### src/rtl/ccppwm_consts.svh
// ccppwm_consts.svh: offsets, field positions, reset values and timing counts
// assumes: included by bare name from the pwm design files
`ifndef CCPPWM_CONSTS_SVH
`define CCPPWM_CONSTS_SVH

// apb byte offsets
`define CCPPWM_OFF_CTRL   8'h00
`define CCPPWM_OFF_DUTY   8'h04
`define CCPPWM_OFF_ACTIVE 8'h08
`define CCPPWM_OFF_PERIOD 8'h0C
`define CCPPWM_OFF_TIMER  8'h10
`define CCPPWM_OFF_TCTL   8'h14
`define CCPPWM_OFF_DELAY  8'h18
`define CCPPWM_OFF_SHDN   8'h1C

// reset values
`define CCPPWM_RST_CTRL   8'h00
`define CCPPWM_RST_DUTY   8'h00
`define CCPPWM_RST_PERIOD 8'hFF
`define CCPPWM_RST_TCTL   8'h00
`define CCPPWM_RST_DELAY  8'h00
`define CCPPWM_RST_SHDN   8'h02

// field positions and codes
`define CCPPWM_DLY_RESTART 7
`define CCPPWM_SHDN_FLAG   7
`define CCPPWM_SHDN_DIR    1
`define CCPPWM_SHDN_EN     0
`define CCPPWM_MODE_PWM    2'h3

// timing: pclk is the oscillator, instruction cycle is four of them
`define CCPPWM_TOSC_NS 100
`define CCPPWM_TCY_NS  (4 * `CCPPWM_TOSC_NS)
`define CCPPWM_TCY_CYC (`CCPPWM_TCY_NS / `CCPPWM_TOSC_NS)

`endif

### src/rtl/ccppwm_pkg.sv
// ccppwm_pkg: types shared by the pwm design files
// assumes: nothing beyond the consts header
package ccppwm_pkg;

  // pwm control register layout
  typedef struct packed {
    logic [1:0] rsv;
    logic [1:0] duty_lsb;
    logic [3:0] mode;
  } ccppwm_ctrl_s;

  // period timer control register layout
  typedef struct packed {
    logic       rsv;
    logic [3:0] postscale;
    logic       on;
    logic [1:0] prescale;
  } ccppwm_tctl_s;

  // transition delay states, one-hot
  typedef enum logic [2:0] {
    CCPPWM_DLY_IDLE = 3'b001,
    CCPPWM_DLY_WAIT = 3'b010,
    CCPPWM_DLY_HIGH = 3'b100
  } ccppwm_dly_e;

endpackage

### src/rtl/ccppwm_delay.sv
// ccppwm_delay: holds back each rise of the pwm level by a count of
// instruction cycles; falls pass after one register stage
// assumes: raw_in and delay_count come from logic on pclk
`include "ccppwm_consts.svh"

module ccppwm_delay
  import ccppwm_pkg::*;
(
  input  wire logic       pclk,        // oscillator clock
  input  wire logic       presetn,     // async reset, low
  input  wire logic       ce,          // clock enable
  input  wire logic       raw_in,      // undelayed pwm level
  input  wire logic [6:0] delay_count, // instruction cycles
  output logic            dly_out      // delayed pwm level
);

  ccppwm_dly_e state_reg;
  logic [8:0]  cnt_reg;
  logic [8:0]  load_val;

  // count in oscillator cycles: four per instruction cycle
  assign load_val = 9'(delay_count * `CCPPWM_TCY_CYC) - 9'h001;

  //////////////////////////////////////////////////////////////////////////
  // delay state machine
  always_ff @(posedge pclk or negedge presetn)
  begin
    if (!presetn)
    begin
      state_reg <= CCPPWM_DLY_IDLE;
      cnt_reg   <= 9'h000;
      dly_out   <= 1'b0;
    end
    else if (ce)
    begin
      case (state_reg)
        CCPPWM_DLY_IDLE:
        begin
          if (raw_in && delay_count == 7'h00)
          begin
            state_reg <= CCPPWM_DLY_HIGH;
            dly_out   <= 1'b1;
          end
          else if (raw_in)
          begin
            state_reg <= CCPPWM_DLY_WAIT;
            cnt_reg   <= load_val;
          end
        end
        CCPPWM_DLY_WAIT:
        begin
          // a pulse shorter than the delay never shows
          if (!raw_in)
            state_reg <= CCPPWM_DLY_IDLE;
          else if (cnt_reg == 9'h000)
          begin
            state_reg <= CCPPWM_DLY_HIGH;
            dly_out   <= 1'b1;
          end
          else
            cnt_reg <= cnt_reg - 9'h001;
        end
        CCPPWM_DLY_HIGH:
        begin
          if (!raw_in)
          begin
            state_reg <= CCPPWM_DLY_IDLE;
            dly_out   <= 1'b0;
          end
        end
        default:
        begin
          state_reg <= CCPPWM_DLY_IDLE;
          dly_out   <= 1'b0;
        end
      endcase
    end
  end
endmodule // ccppwm_delay

### src/rtl/ccppwm_top.sv
// ccppwm_top: pwm unit with period timer, buffered duty, restart and
// transition delay, registers on apb
// assumes: pclk is the oscillator; shutdown_in is an asynchronous pin
//
// Operation
// - pin carries a pwm waveform with up to ten bits of duty resolution
// - writing zero to the control register forces the pin latch low
// - period is (period register + 1) times four oscillator cycles times prescale
// - timer at period register value clears on the next increment
// - rollover sets the pin high unless the duty is zero
// - rollover copies the duty buffer into the active duty latch
// - postscaler gives a separate update tick, not the pwm frequency
// - duty is eight buffer bits above control bits 5:4
// - high time is duty times one oscillator cycle times prescale
// - duty writes land any time, take effect after the period ends
// - active duty latch is read-only in pwm mode
// - with restart enabled the shutdown flag clears when the cause goes
// - with restart disabled the flag stays until software clears it
// - each rise is delayed by the seven-bit count of instruction cycles
// - shutdown flag reads one while outputs are held shut down
//
// The APB slave port and the address map were left to the implementer.
`include "ccppwm_consts.svh"

module ccppwm_top
  import ccppwm_pkg::*;
(
  input  wire logic        pclk,            // oscillator clock
  input  wire logic        presetn,         // async reset, low
  input  wire logic        ce,              // clock enable
  input  wire logic        psel,            // apb select
  input  wire logic        penable,         // apb enable
  input  wire logic        pwrite,          // apb direction
  input  wire logic [7:0]  paddr,           // apb byte address
  input  wire logic [31:0] pwdata,          // apb write data
  output logic      [31:0] prdata,          // apb read data
  output logic             pready,          // apb ready
  output logic             pslverr,         // apb error
  input  wire logic        shutdown_in,     // shutdown cause pin
  output logic             pwm_output_pin,  // pwm pin level
  output logic             pwm_output_oe_n, // pin drive, low drives
  output logic             update_tick      // postscaled rollover
);

  ccppwm_ctrl_s ctrl;
  ccppwm_tctl_s tctl;
  logic [7:0]   ctrl_reg;
  logic [7:0]   duty_buffer_register;
  logic [9:0]   active_duty_latch;
  logic [7:0]   period_register;
  logic [7:0]   tctl_reg;
  logic [7:0]   pwm_deadband_delay;
  logic [1:0]   shdn_reg;
  logic         shutdown_event_flag;
  logic [9:0]   fine_reg;
  logic [3:0]   pre_cnt_reg;
  logic [3:0]   post_cnt_reg;
  logic         raw_pwm_reg;
  logic [2:0]   sync_reg;
  logic         sd_level_reg;
  logic         dly_pwm;
  logic [9:0]   duty_next;
  logic [7:0]   period_timer;
  logic         wr_en;
  logic         rd_setup;
  logic         addr_hit;
  logic [7:0]   rd_mux;
  logic         pwm_on;
  logic         pre_tick;
  logic         rollover;
  logic         sd_cond;
  logic         restart_auto_enable;
  logic         sw_flag_clear;

  // prescale code to terminal count: 1, 4 or 16 oscillator cycles
  function automatic logic [3:0] pre_max(input logic [1:0] code);
    case (code)
      2'h0:    pre_max = 4'h0;
      2'h1:    pre_max = 4'h3;
      default: pre_max = 4'hF;
    endcase
  endfunction

  //////////////////////////////////////////////////////////////////////////
  // field views and decode
  assign ctrl                = ccppwm_ctrl_s'(ctrl_reg);
  assign tctl                = ccppwm_tctl_s'(tctl_reg);
  assign duty_next           = {duty_buffer_register, ctrl.duty_lsb};
  assign period_timer        = fine_reg[9:2];
  assign restart_auto_enable = pwm_deadband_delay[`CCPPWM_DLY_RESTART];
  assign pwm_on              = (ctrl.mode[3:2] == `CCPPWM_MODE_PWM) && tctl.on;
  assign pre_tick            = (pre_cnt_reg == pre_max(tctl.prescale));
  // timer equal to period register: next increment restarts it
  assign rollover = pwm_on && pre_tick && (period_timer == period_register)
                    && (fine_reg[1:0] == 2'h3);
  assign sd_cond  = sd_level_reg && shdn_reg[`CCPPWM_SHDN_EN];

  // apb strobes; ce low stalls the bus along with everything else
  assign wr_en    = psel && penable && pwrite && ce;
  assign rd_setup = psel && !penable && !pwrite && ce;
  assign pready   = ce;
  assign pslverr  = psel && penable && !addr_hit;
  assign sw_flag_clear = wr_en && (paddr == `CCPPWM_OFF_SHDN)
                         && !pwdata[`CCPPWM_SHDN_FLAG];

  //////////////////////////////////////////////////////////////////////////
  // read mux, unmapped answers zero with pslverr
  always_comb
  begin
    addr_hit = 1'b1;
    rd_mux   = 8'h00;
    case (paddr)
      `CCPPWM_OFF_CTRL:   rd_mux = ctrl_reg;
      `CCPPWM_OFF_DUTY:   rd_mux = duty_buffer_register;
      `CCPPWM_OFF_ACTIVE: rd_mux = active_duty_latch[9:2];
      `CCPPWM_OFF_PERIOD: rd_mux = period_register;
      `CCPPWM_OFF_TIMER:  rd_mux = period_timer;
      `CCPPWM_OFF_TCTL:   rd_mux = tctl_reg;
      `CCPPWM_OFF_DELAY:  rd_mux = pwm_deadband_delay;
      `CCPPWM_OFF_SHDN:   rd_mux = {shutdown_event_flag, 5'h00, shdn_reg};
      default:            addr_hit = 1'b0;
    endcase
  end

  // read data captured in the setup phase so prdata is a register
  always_ff @(posedge pclk or negedge presetn)
  begin
    if (!presetn)
      prdata <= 32'h0000_0000;
    else if (rd_setup)
      prdata <= {24'h00_0000, rd_mux};
  end

  //////////////////////////////////////////////////////////////////////////
  // software registers; duty writes only reach the buffer
  always_ff @(posedge pclk or negedge presetn)
  begin
    if (!presetn)
    begin
      ctrl_reg             <= `CCPPWM_RST_CTRL;
      duty_buffer_register <= `CCPPWM_RST_DUTY;
      period_register      <= `CCPPWM_RST_PERIOD;
      tctl_reg             <= `CCPPWM_RST_TCTL;
      pwm_deadband_delay   <= `CCPPWM_RST_DELAY;
      shdn_reg             <= 2'(`CCPPWM_RST_SHDN);
    end
    else if (wr_en)
    begin
      case (paddr)
        `CCPPWM_OFF_CTRL:   ctrl_reg <= pwdata[7:0];
        `CCPPWM_OFF_DUTY:   duty_buffer_register <= pwdata[7:0];
        `CCPPWM_OFF_PERIOD: period_register <= pwdata[7:0];
        `CCPPWM_OFF_TCTL:   tctl_reg <= pwdata[7:0];
        `CCPPWM_OFF_DELAY:  pwm_deadband_delay <= pwdata[7:0];
        `CCPPWM_OFF_SHDN:   shdn_reg <= pwdata[1:0];
        default:            ;
      endcase
    end
  end

  //////////////////////////////////////////////////////////////////////////
  // shutdown pin: three stages, level accepted when the last two agree
  always_ff @(posedge pclk or negedge presetn)
  begin
    if (!presetn)
    begin
      sync_reg     <= 3'h0;
      sd_level_reg <= 1'b0;
    end
    else if (ce)
    begin
      sync_reg <= {sync_reg[1:0], shutdown_in};
      if (sync_reg[1] == sync_reg[2])
        sd_level_reg <= sync_reg[2];
    end
  end

  // shutdown flag: a live cause always wins over any clear
  always_ff @(posedge pclk or negedge presetn)
  begin
    if (!presetn)
      shutdown_event_flag <= 1'b0;
    else if (ce)
    begin
      if (sd_cond)
        shutdown_event_flag <= 1'b1;
      else if (restart_auto_enable)
        shutdown_event_flag <= 1'b0;
      else if (sw_flag_clear)
        shutdown_event_flag <= 1'b0;
    end
  end

  //////////////////////////////////////////////////////////////////////////
  // ten-bit time base: timer plus two low bits, stepped each prescale
  always_ff @(posedge pclk or negedge presetn)
  begin
    if (!presetn)
    begin
      fine_reg    <= 10'h000;
      pre_cnt_reg <= 4'h0;
    end
    else if (ce)
    begin
      if (!pwm_on)
      begin
        fine_reg    <= 10'h000;
        pre_cnt_reg <= 4'h0;
      end
      else if (pre_tick)
      begin
        pre_cnt_reg <= 4'h0;
        if (rollover)
          fine_reg <= 10'h000;
        else
          fine_reg <= fine_reg + 10'h001;
      end
      else
        pre_cnt_reg <= pre_cnt_reg + 4'h1;
    end
  end

  // active duty follows the buffer only at rollover; bus cannot write it
  always_ff @(posedge pclk or negedge presetn)
  begin
    if (!presetn)
      active_duty_latch <= 10'h000;
    else if (ce && rollover)
      active_duty_latch <= duty_next;
  end

  // raw level: high at rollover unless the duty is zero, low when the time base meets the duty
  always_ff @(posedge pclk or negedge presetn)
  begin
    if (!presetn)
      raw_pwm_reg <= 1'b0;
    else if (ce)
    begin
      if (!pwm_on)
        raw_pwm_reg <= 1'b0;
      else if (rollover)
        raw_pwm_reg <= (duty_next != 10'h000);
      else if (pre_tick && 10'(fine_reg + 10'h001) == active_duty_latch)
        raw_pwm_reg <= 1'b0;
    end
  end

  // postscaler only paces update ticks, never the pwm period
  always_ff @(posedge pclk or negedge presetn)
  begin
    if (!presetn)
    begin
      post_cnt_reg <= 4'h0;
      update_tick  <= 1'b0;
    end
    else if (ce)
    begin
      update_tick <= 1'b0;
      if (rollover && post_cnt_reg == tctl.postscale)
      begin
        post_cnt_reg <= 4'h0;
        update_tick  <= 1'b1;
      end
      else if (rollover)
        post_cnt_reg <= post_cnt_reg + 4'h1;
    end
  end

  //////////////////////////////////////////////////////////////////////////
  // rise delay, then the pin latch
  ccppwm_delay u_delay (
    .pclk        (pclk),
    .presetn     (presetn),
    .ce          (ce),
    .raw_in      (raw_pwm_reg),
    .delay_count (pwm_deadband_delay[6:0]),
    .dly_out     (dly_pwm)
  );

  // shutdown holds the pin low; a cleared mode does too
  always_ff @(posedge pclk or negedge presetn)
  begin
    if (!presetn)
    begin
      pwm_output_pin  <= 1'b0;
      pwm_output_oe_n <= 1'b1;
    end
    else if (ce)
    begin
      pwm_output_pin  <= dly_pwm && pwm_on && !shutdown_event_flag;
      pwm_output_oe_n <= shdn_reg[`CCPPWM_SHDN_DIR];
    end
  end
endmodule // ccppwm_top

### config.mk
export PLATFORM = sky130hd
export DESIGN_NAME = ccppwm_top
export DESIGN_NICKNAME = d
export VERILOG_FILES = /design/src/rtl/ccppwm_pkg.sv /design/src/rtl/ccppwm_delay.sv /design/src/rtl/ccppwm_top.sv
export VERILOG_INCLUDE_DIRS = /design/src /design/src/rtl
export SDC_FILE = /design/constraint.sdc
export NUM_CORES = 1
export LEC_CHECK = 0
export BUFFER_PORTS_ARGS = -buffer_cell sky130_fd_sc_hd__buf_2
export CORE_UTILIZATION = 50
export CTS_CLUSTER_SIZE = 24
export DETAILED_ROUTE_END_ITERATION = 12
export GPL_TIMING_DRIVEN = 0
export PLACE_DENSITY = 0.71
export SYNTH_ARGS = -nofsm -noshare
export SYNTH_HDL_FRONTEND = slang
export SYNTH_SLANG_ARGS = --single-unit
### constraint.sdc
create_clock -name pclk -period 2.9 [get_ports pclk]
set_clock_uncertainty 0.1 [all_clocks]
set_input_delay 0.145 -clock pclk [delete_from_list [all_inputs] [get_ports pclk]]
set_output_delay 0.145 -clock pclk [all_outputs]
set_load 0.01 [all_outputs]
==> run metrics, run 1 <==
GR Util All Layers approximately a quarter; Detail Route Antenna Nets 0; total gr overflow 0; drt first pass iters 5; DR WL/cell 18.4 µm; Synth Flop Type dfrtp_1; CTS Buffer Depth 2; #FFs+latches synth 100; count of pins over their slew limit 0; most used cell along the critical path clkbuf_1; CP Data Required Time 3.03 ns; diode count 0; H-tree depth 3; CTS sink cnt 100; CTS tree yes; Post-Synthesis Cells around 560; Pleak between 2 and 3 nW; Critical Path End Type register; nets@finish 683; Relative slew margins between 20% and 30%; Synth cell types 63; Via density about 6; routability cong. 0.939; Die W 109 µm; Slew @ Worst Pin 1.16 ns; Ports 84; area leader, netlist dfrtp_1; CTS Buf Count 9; vias in the first global route between 4k and 5k; ys async rst share 100%; worst-path fanout max 10; Initial Utilization 52.2%; sequential power share 48.3%; pin count of the biggest net entering global routing between 60 and 70; RSZ-0062 raised after global routing false; Rows 38; CORE AREA roughly 11000 µm²; die extent in y 109 µm; Layout Cells excl Fill 774; switch share approximately 25%; IO Port Bufs 34; layout cell share with drive strength beyond 1 between 20% and 30%; Syn Std Cell Area 5730 µm²; root buffer cell clkbuf_16; f_max approximately 380 MHz; Internal Pwr Total 2.30 mW; Iter 0 DRT Violations 322; status completed; Via Count 4659; Commonest cells post-synth dfrtp_1 (89), nand2_1 (51), mux2_2 (47); CTS resizes 0; top-count cell post-synth dfrtp_1; PwrDens 472 nW/µm²; Final setup viols 0; Routed WL 14.3 mm; top cell type's share of synthesized area about two fifths; max_cap viols 0; final total negative setup slack 0 ns; Setup CP Type register to register; CP Launch Type register; Worst-path clk slew 0.07 ns; register area share after synthesis 43.9%; Period minus WS final 2.64 ns; initial antenna violation count 0; postcts setup bufs 0; synthesis-to-layout area growth 13.9%; Clock Latency Late Sink 0.35 ns; Fill cells 959; DRC 0; CP max stage cell clkbuf_1; first-pass GRT wire length between 20 and 25 mm; dpl cells roughly 760; combinational power share between 10% and 20%; crit share post-route slightly above 90%; Ys Warns 0; clock network power share 40.1%; final hold viol count 0; Syn Area/Cell around 10 µm²; hold crit path type primary input to register; Synth area leaders dfrtp_1 (39%), mux2_2 (9.2%), dfstp_2 (5.0%), xnor2_1 (3.5%), nand2_1 (3.3%); Critical Path Max Stage Delay 0.41 ns; full die area between 10000 and 15000 µm²; Peak supply drop about 0.26 mV; Post-synth EDFFs 0; Post-DP HPWL 10.6 mm; Net Switching 777 µW; FF-to-FF setup slack 0.26 ns; worst path arrival time 2.78 ns; crit-path cells clkbuf_1 > xnor2_1 > nand4_1 > nor3_1 > nand3_1 > clkbuf_1 > mux2_2
power by group through the flow:
stage	sequential, mW	clock (mW)	combinational [mW]
2_1_floorplan	1.50	0	0.239
3_3_place_gp	1.51	0	0.333
3_5_place_dp	1.51	0	0.349
4_1_cts	1.49	1.25	0.354
5_1_grt	1.49	1.30	0.399
6_report	1.49	1.23	0.357
kinds of logic (layout without fill, tap and decap cells):
kind of cell    Yosys count  in the layout  share of synthesized area, %
xor+xnor                 29             29                          4.43
compound gates          117            117                          13.4
mux                      73             73                          15.8
simple gates            166            166                          14.9
buf+inv                  64            118                          5.98
other cells               1             24                        0.0654
fa+ha+maj                 7              7                          1.53
flops                   100            100                          43.9
final timing paths:
kind / from / cells past startpoint / end
max: fine_reg[2] / 7 / active_duty_latch[6]
min in group asynchronous: presetn / 2 / duty_buffer_register[0]
min reg2reg: prdata[4] / 2 / prdata[4]
max in group asynchronous: presetn / 3 / period_register[7]
min: pwdata[6] / 2 / period_register[6]
max reg2reg: fine_reg[2] / 7 / active_duty_latch[6]
metal layers:
metal | global-route usage (%) | share of wire [%] | vias up
met5 | 0 | 0 | -
li1 | - | - | 2125
met3 | 4.06 | 7.9 | 37
met1 | 36.0 | 45 | 2294
met2 | 39.6 | 44 | 203
met4 | 11.3 | 2.8 | 0
critical path: cells and delay by family, from the launching register on:
kind / cells / cell delay (ns)
multiplexers: 1 / 0.36
buffers and inverters: 2 / 0.81
AND/OR/NAND/NOR: 3 / 0.75
XOR/XNOR: 1 / 0.17
flip-flops: 1 / 0.32
layout make-up:
type,instances,area (µm²),share of cell area (%)
inverters,10,37.5,0.575
flip-flops and latches,100,2520,38.5
well taps,140,175,2.68
multi-input cells,416,2960,45.3
clock buffers,13,260,3.99
plain buffers,54,305,4.68
clock inverters,3,45.0,0.690
repair buffers,38,230,3.53
cells in the final DEF (no fill, tap or decap), drive strengths merged, types with 3 or more instances in the layout:
cell type / Yosys / routed
dfstp: 11 / 11
clkbuf: 22 / 35
xnor2: 23 / 23
o221ai: 3 / 3
ha: 7 / 7
xor2: 6 / 6
nor3b: 6 / 6
o22ai: 5 / 5
dlygate4sd3: 0 / 3
o41ai: 5 / 5
nand3: 16 / 16
inv: 10 / 10
nor2b: 6 / 6
mux4: 6 / 6
dfrtp: 89 / 89
and2: 4 / 4
nand2: 51 / 51
or3: 4 / 4
nand2b: 6 / 6
o21ai: 38 / 38
nand4: 7 / 7
nor3: 14 / 14
mux2: 55 / 55
buf: 32 / 67
a22o: 11 / 11
and3: 9 / 9
a21oi: 17 / 17
a21o: 4 / 4
mux2i: 12 / 12
conb: 1 / 24
nor2: 28 / 28
a31oi: 10 / 10
a22oi: 3 / 3
nor4: 5 / 5
per-stage QoR:
step,hold slack [ns],cell area [µm²],worst slack [ns],util (%),total power [mW]
final,0.00850,6530,0.256,59.5,3.08
after global routing,0.0226,6530,0.0598,59.5,3.19
after CTS,0.00743,6530,0.277,59.5,3.09
after detailed placement,0.0513,6190,0.299,56.4,1.86
after global placement,0.279,6160,0.312,56.1,1.84
after floorplan,-0.251,5820,0.655,-,1.74
timing repair:
item | CTS | global route
hold endpoints to repair | 35 | 0
setup endpoints to repair | 0 | 0
hold buffers | 3 | 0
No activity file was read; power rests on OpenSTA's default activity.
==> run 2: changes to the inputs <==
- CORE_ASPECT_RATIO: unset -> 0.5
==> run metrics, run 2 (synthesis results as in run 1) <==
Worst-path clk slew 0.07 ns; CP Data Required Time 3.05 ns; Period minus WS final 2.77 ns; Hold Path End ctrl[4]; RSZ-0062 raised after global routing true; root buffer cell clkbuf_16; f_max 361 MHz; Via density 5.85; FF-to-FF path depth 8; layout cell share with drive strength beyond 1 ~25%; Post-DP HPWL 10.4 mm; initial antenna violation count 0; DRC 0; WP buf/inv 2; Final setup viols 0; synthesis-to-layout area growth 13.9%; Post-Place Cell Area 6200 µm²; total gr overflow 0; Relative slew margins 24.1%; Pleak 2.98 nW; routability cong. 0.927; FF-to-FF setup slack approximately 0.13 ns; hold path depth 2; Iter 0 DRT Violations 387; diode count 0; commonest cells after routing, fill and taps aside dfrtp_1 (89), nand2_1 (51), mux2_2 (47), o21ai_0 (38), buf_2 (34); pin count of the biggest net entering global routing 63; count of pins over their slew limit 0; H-tree depth 3; Die W 153 µm; worst-path fanout max 9; Detail Route Antenna Nets 0; Ports 84; setup ws final 0.132 ns; vias in the first global route 4257; critical path depth 8; CTS resizes 0; Initial Utilization 51.7%; IO Port Bufs 34; delay-heaviest family, CP simple AND/OR/NAND/NOR gates; CTS tree yes; nets@finish 682; Critical Path Max Stage Delay 0.64 ns; most used cell along the critical path clkbuf_1; worst path arrival time about 2.9 ns; Slew @ Worst Pin 1.14 ns; postcts setup bufs 0; full die area about 12000 µm²; final hold viol count 0; Via Count 4551; PwrDens 462 nW/µm²; GR Util All Layers 25.4%; CP Launch Type register; max_cap viols 0; first-pass GRT wire length 23.0 mm; post-place setup slack 0.163 ns; Setup CP Type register to register; CORE AREA approximately 11000 µm²; CTS Buffer Depth 2; Clock Latency Late Sink 0.35 ns; DR WL/cell 18.3 µm; crit share post-route 95.4%; final total negative setup slack 0 ns; drt first pass iters 4; Critical Path End Type register; commonest non-fill, non-tap cell in the layout dfrtp_1; CTS Buf Count 9; CTS sink cnt 100; Final Cell Area around 6500 µm²; hold crit path type primary input to register; worst r2r dst fine_reg[3]; reg-to-reg startpoint fine_reg[6]; Worst Hold Launch pwdata[4]; Routed WL 14.3 mm; status completed; crit-path cells clkbuf_1 > xnor2_1 > nand4_1 > nor3_1 > or3b_2 > clkbuf_1 > o21ai_0 > a22o_1; CP max stage cell nor3_1; Peak supply drop 0.465 mV; die extent in y 77.7 µm; Rows 27
[run 2: cell types whose count changed in the layout (fill, tap and decap cells not counted)]
cell	previous run	this run
clkbuf_1	24	19
clkinv_2	0	2
dlygate4sd3_1	3	5
bufinv_16	1	0
clkinv_4	0	1
clkinvlp_4	2	1
inv_6	0	1
[run 2: how the worst max path moves through the flow]
stage | start | endpoint
finish | fine_reg[6] | fine_reg[3]
global route | fine_reg[8] | fine_reg[3]
CTS | fine_reg[7] | post_cnt_reg[2]
detailed placement | fine_reg[7] | fine_reg[3]
global placement | fine_reg[7] | active_duty_latch[9]
floorplan | paddr[1] | ctrl[0]
[run 2: timing repair]
| action | 4_1_cts | 5_1_grt |
|---|---|---|
| hold buffers | 5 | 0 |
| endpoints found under the hold margin | 42 | 0 |
| endpoints found under the setup margin | 0 | 15 |
[run 2: routing by layer]
layer	wire length [µm]	track usage, %	part of all wire [%]	vias up
met5	0	0	0	-
met4	184	5.60	1.3	0
met1	6720	36.1	47	2247
met3	1020	6.70	7.2	20
li1	-	-	-	2118
met2	6330	38.9	44	166
[run 2: report_power, final]
group / internal (mW) / switching (mW)
clock: 0.631 / 0.546
sequential: 1.44 / 0.0431
combinational: 0.145 / 0.209
total: 2.22 / 0.798
[run 2: stage by stage]
stage          hold slack (ns)  utilization, %  std cells  power [mW]
2_1_floorplan           -0.251               -        580        1.74
3_3_place_gp             0.280            55.7        759        1.84
3_5_place_dp            0.0622            56.0        760        1.86
4_1_cts                0.00810            59.0        781        3.02
5_1_grt                 0.0211            58.9        778        3.14
6_report                0.0149            58.9        778        3.02
[run 2: area by class of cell]
type | instances | area (µm²)
inverter | 10 | 37.5
multi-input combinational | 416 | 2960
tap | 145 | 181
sequential | 100 | 2520
fill | 960 | 4550
clock buffer | 11 | 253
clock inverter | 5 | 35.0
buffer | 51 | 294
timing repair buffer | 40 | 250
==> run 3: changes to the inputs <==
--- a/config.mk
+++ b/config.mk
@@ -9,4 +9,6 @@
 export BUFFER_PORTS_ARGS = -buffer_cell sky130_fd_sc_hd__buf_2
+export CELL_PAD_IN_SITES_DETAIL_PLACEMENT = 1
+export CELL_PAD_IN_SITES_GLOBAL_PLACEMENT = 1
 export CORE_ASPECT_RATIO = 0.5
-export CORE_UTILIZATION = 50
+export CORE_UTILIZATION = 45
 export CTS_CLUSTER_SIZE = 24
@@ -14,3 +16,3 @@
 export GPL_TIMING_DRIVEN = 0
-export PLACE_DENSITY = 0.71
+export PLACE_DENSITY_LB_ADDON = 0.1
 export SYNTH_ARGS = -nofsm -noshare
==> constraint.sdc (replaced) <==
create_clock -name pclk -period 2.9 [get_ports pclk]
set_clock_uncertainty 0.1 [all_clocks]
set_input_delay 0.29 -clock pclk [delete_from_list [all_inputs] [get_ports pclk]]
set_output_delay 0.29 -clock pclk [all_outputs]
set_load 0.01 [all_outputs]
==> run metrics, run 3 (synthesis results as in run 1) <==
status completed; max_cap viols 0; worst-path fanout max 10; Final setup viols 0; CP Launch Type register; CTS sink cnt 100; GR Util All Layers between 20% and 30%; CTS Buf Count 9; M2 GR Usage about 43%; count of pins over their slew limit 0; met3 GRT Util 5.81%; gr busiest metal met2; FF-to-FF path depth 7; Clock Latency Late Sink ~0.35 ns; worst r2r dst active_duty_latch[9]; Detail Route Antenna Nets 0; crit-path cells clkbuf_1 > xnor2_1 > nand4_1 > nor3_1 > nand3_2 > clkbuf_2 > mux2_2; Relative slew margins 26.7%; Die W 162 µm; crit share post-route 97.1%; root buffer cell clkbuf_16; full die area approximately 13000 µm²; Worst-path clk slew ~0.07 ns; Critical Path Max Stage Delay 0.45 ns; CP Data Required Time 3.03 ns; Post-DP HPWL 12.2 mm; Routed WL 16.6 mm; CTS Buffer Depth 2; Rows 28; Peak supply drop 0.321 mV; GR Util met1 36.1%; PwrDens 484 nW/µm²; Post-Place Cell Area 6230 µm²; Slew @ Worst Pin between 1 and 1.5 ns; routability cong. 0.897; Critical Path End Type register; nets@finish 681; die extent in y 81.8 µm; IO Port Bufs 34; Tot Pwr 3.19 mW; diode count 0; Worst Hold Launch shutdown_in; CORE AREA 12100 µm²; Fill cells 1382; drt first pass iters 5; worst hold slack slightly below 0.07 ns; Ports 84; f_max approximately 360 MHz; worst path arrival time roughly 3.0 ns; Via Count approximately 4.6k; pin count of the biggest net entering global routing 71; initial antenna violation count 0; DR WL/cell between 20 and 25 µm; reg-to-reg startpoint fine_reg[5]; CP max stage cell clkbuf_1; FF-to-FF setup slack 0.08 ns; Final Cell Area ~6600 µm²; DRC 0; RSZ-0062 raised after global routing true; postcts setup bufs 0; commonest non-fill, non-tap cell in the layout dfrtp_1; layout cell share with drive strength beyond 1 between 20 and 30%; Via density 5.76; final hold viol count 0; Pleak 3.00 nW; Hold Path End sync_reg[0]; Initial Utilization 47.3%; hold crit path type primary input to register; first-pass GRT wire length 25.9 mm; CTS tree yes; Setup CP Type register to register; synthesis-to-layout area growth 14.8%; vias in the first global route 4551; total gr overflow 0; H-tree depth 3; Iter 0 DRT Violations 375; Period minus WS final 2.82 ns; commonest cells after routing, fill and taps aside dfrtp_1 (89), nand2_1 (51), mux2_2 (47), o21ai_0 (38), buf_2 (34); hold path depth 2
## run 3: cell types whose count changed in the layout (fill, tap and decap cells not counted), sizes merged
cell / delta
buf: -1
bufinv: +2
clkbuf: +3
clkinv: +1
clkinvlp: -1
dlygate4sd3: -4
inv: -1
## run 3: area by class of cell
| cell class | count | area (µm²) | share of cell area, % |
|---|---|---|---|
| tap | 165 | 206 | 3.14 |
| inverter | 10 | 37.5 | 0.570 |
| clock inverter | 6 | 87.6 | 1.33 |
| multi-input combinational | 416 | 2980 | 45.2 |
| buffer | 54 | 309 | 4.70 |
| timing repair buffer | 36 | 210 | 3.19 |
| sequential | 100 | 2520 | 38.2 |
| clock buffer | 10 | 239 | 3.63 |
## run 3: how the worst max path moves through the flow
stage	slack (ns)	start	cells after the start	endpoint
4_1_cts	0.07	fine_reg[7]	7	active_duty_latch[8]
6_report	0.08	fine_reg[5]	7	active_duty_latch[9]
2_1_floorplan	0.51	paddr[1]	6	ctrl[0]
3_5_place_dp	-0.009	fine_reg[5]	8	fine_reg[3]
5_1_grt	-0.02	fine_reg[5]	8	post_cnt_reg[2]
3_3_place_gp	0.07	fine_reg[5]	7	active_duty_latch[9]
## run 3: metrics by stage
step,utilization [%],std cells,worst slack [ns],setup TNS [ns]
floorplan,-,580,0.510,0
global placement,51.1,779,0.0696,0
detailed placement,51.4,780,-0.00873,-0.00873
CTS,54.2,797,0.0650,0
global route,54.3,797,-0.0187,-0.0187
finish,54.3,797,0.0845,0
## run 3: timing repair
action,4_1_cts,5_1_grt
gates resized for setup,2,5
endpoints found under the setup margin,6,12
endpoints found under the hold margin,26,0
hold buffers,1,0
## run 3: critical path, delay by kind of cell (launching register included)
kind	cells	cell delay, ns
multiplexers	1	0.34
flip-flops	1	0.33
AND/OR/NAND/NOR	3	0.92
XOR/XNOR	1	0.21
buffers and inverters	2	0.81
## run 3: layer usage
metal | wire (µm) | vias up
met1 | 7850 | 2317
met3 | 1010 | 16
met4 | 184 | 0
met2 | 7560 | 131
li1 | - | 2126
met5 | 0 | -
## run 3: power breakdown
| group | switching (mW) | internal, mW | total, mW |
|---|---|---|---|
| Sequential | 0.0447 | 1.44 | 1.49 |
| Clock | 0.556 | 0.781 | 1.34 |
| Combinational | 0.222 | 0.142 | 0.364 |
| Total | 0.822 | 2.37 | 3.19 |
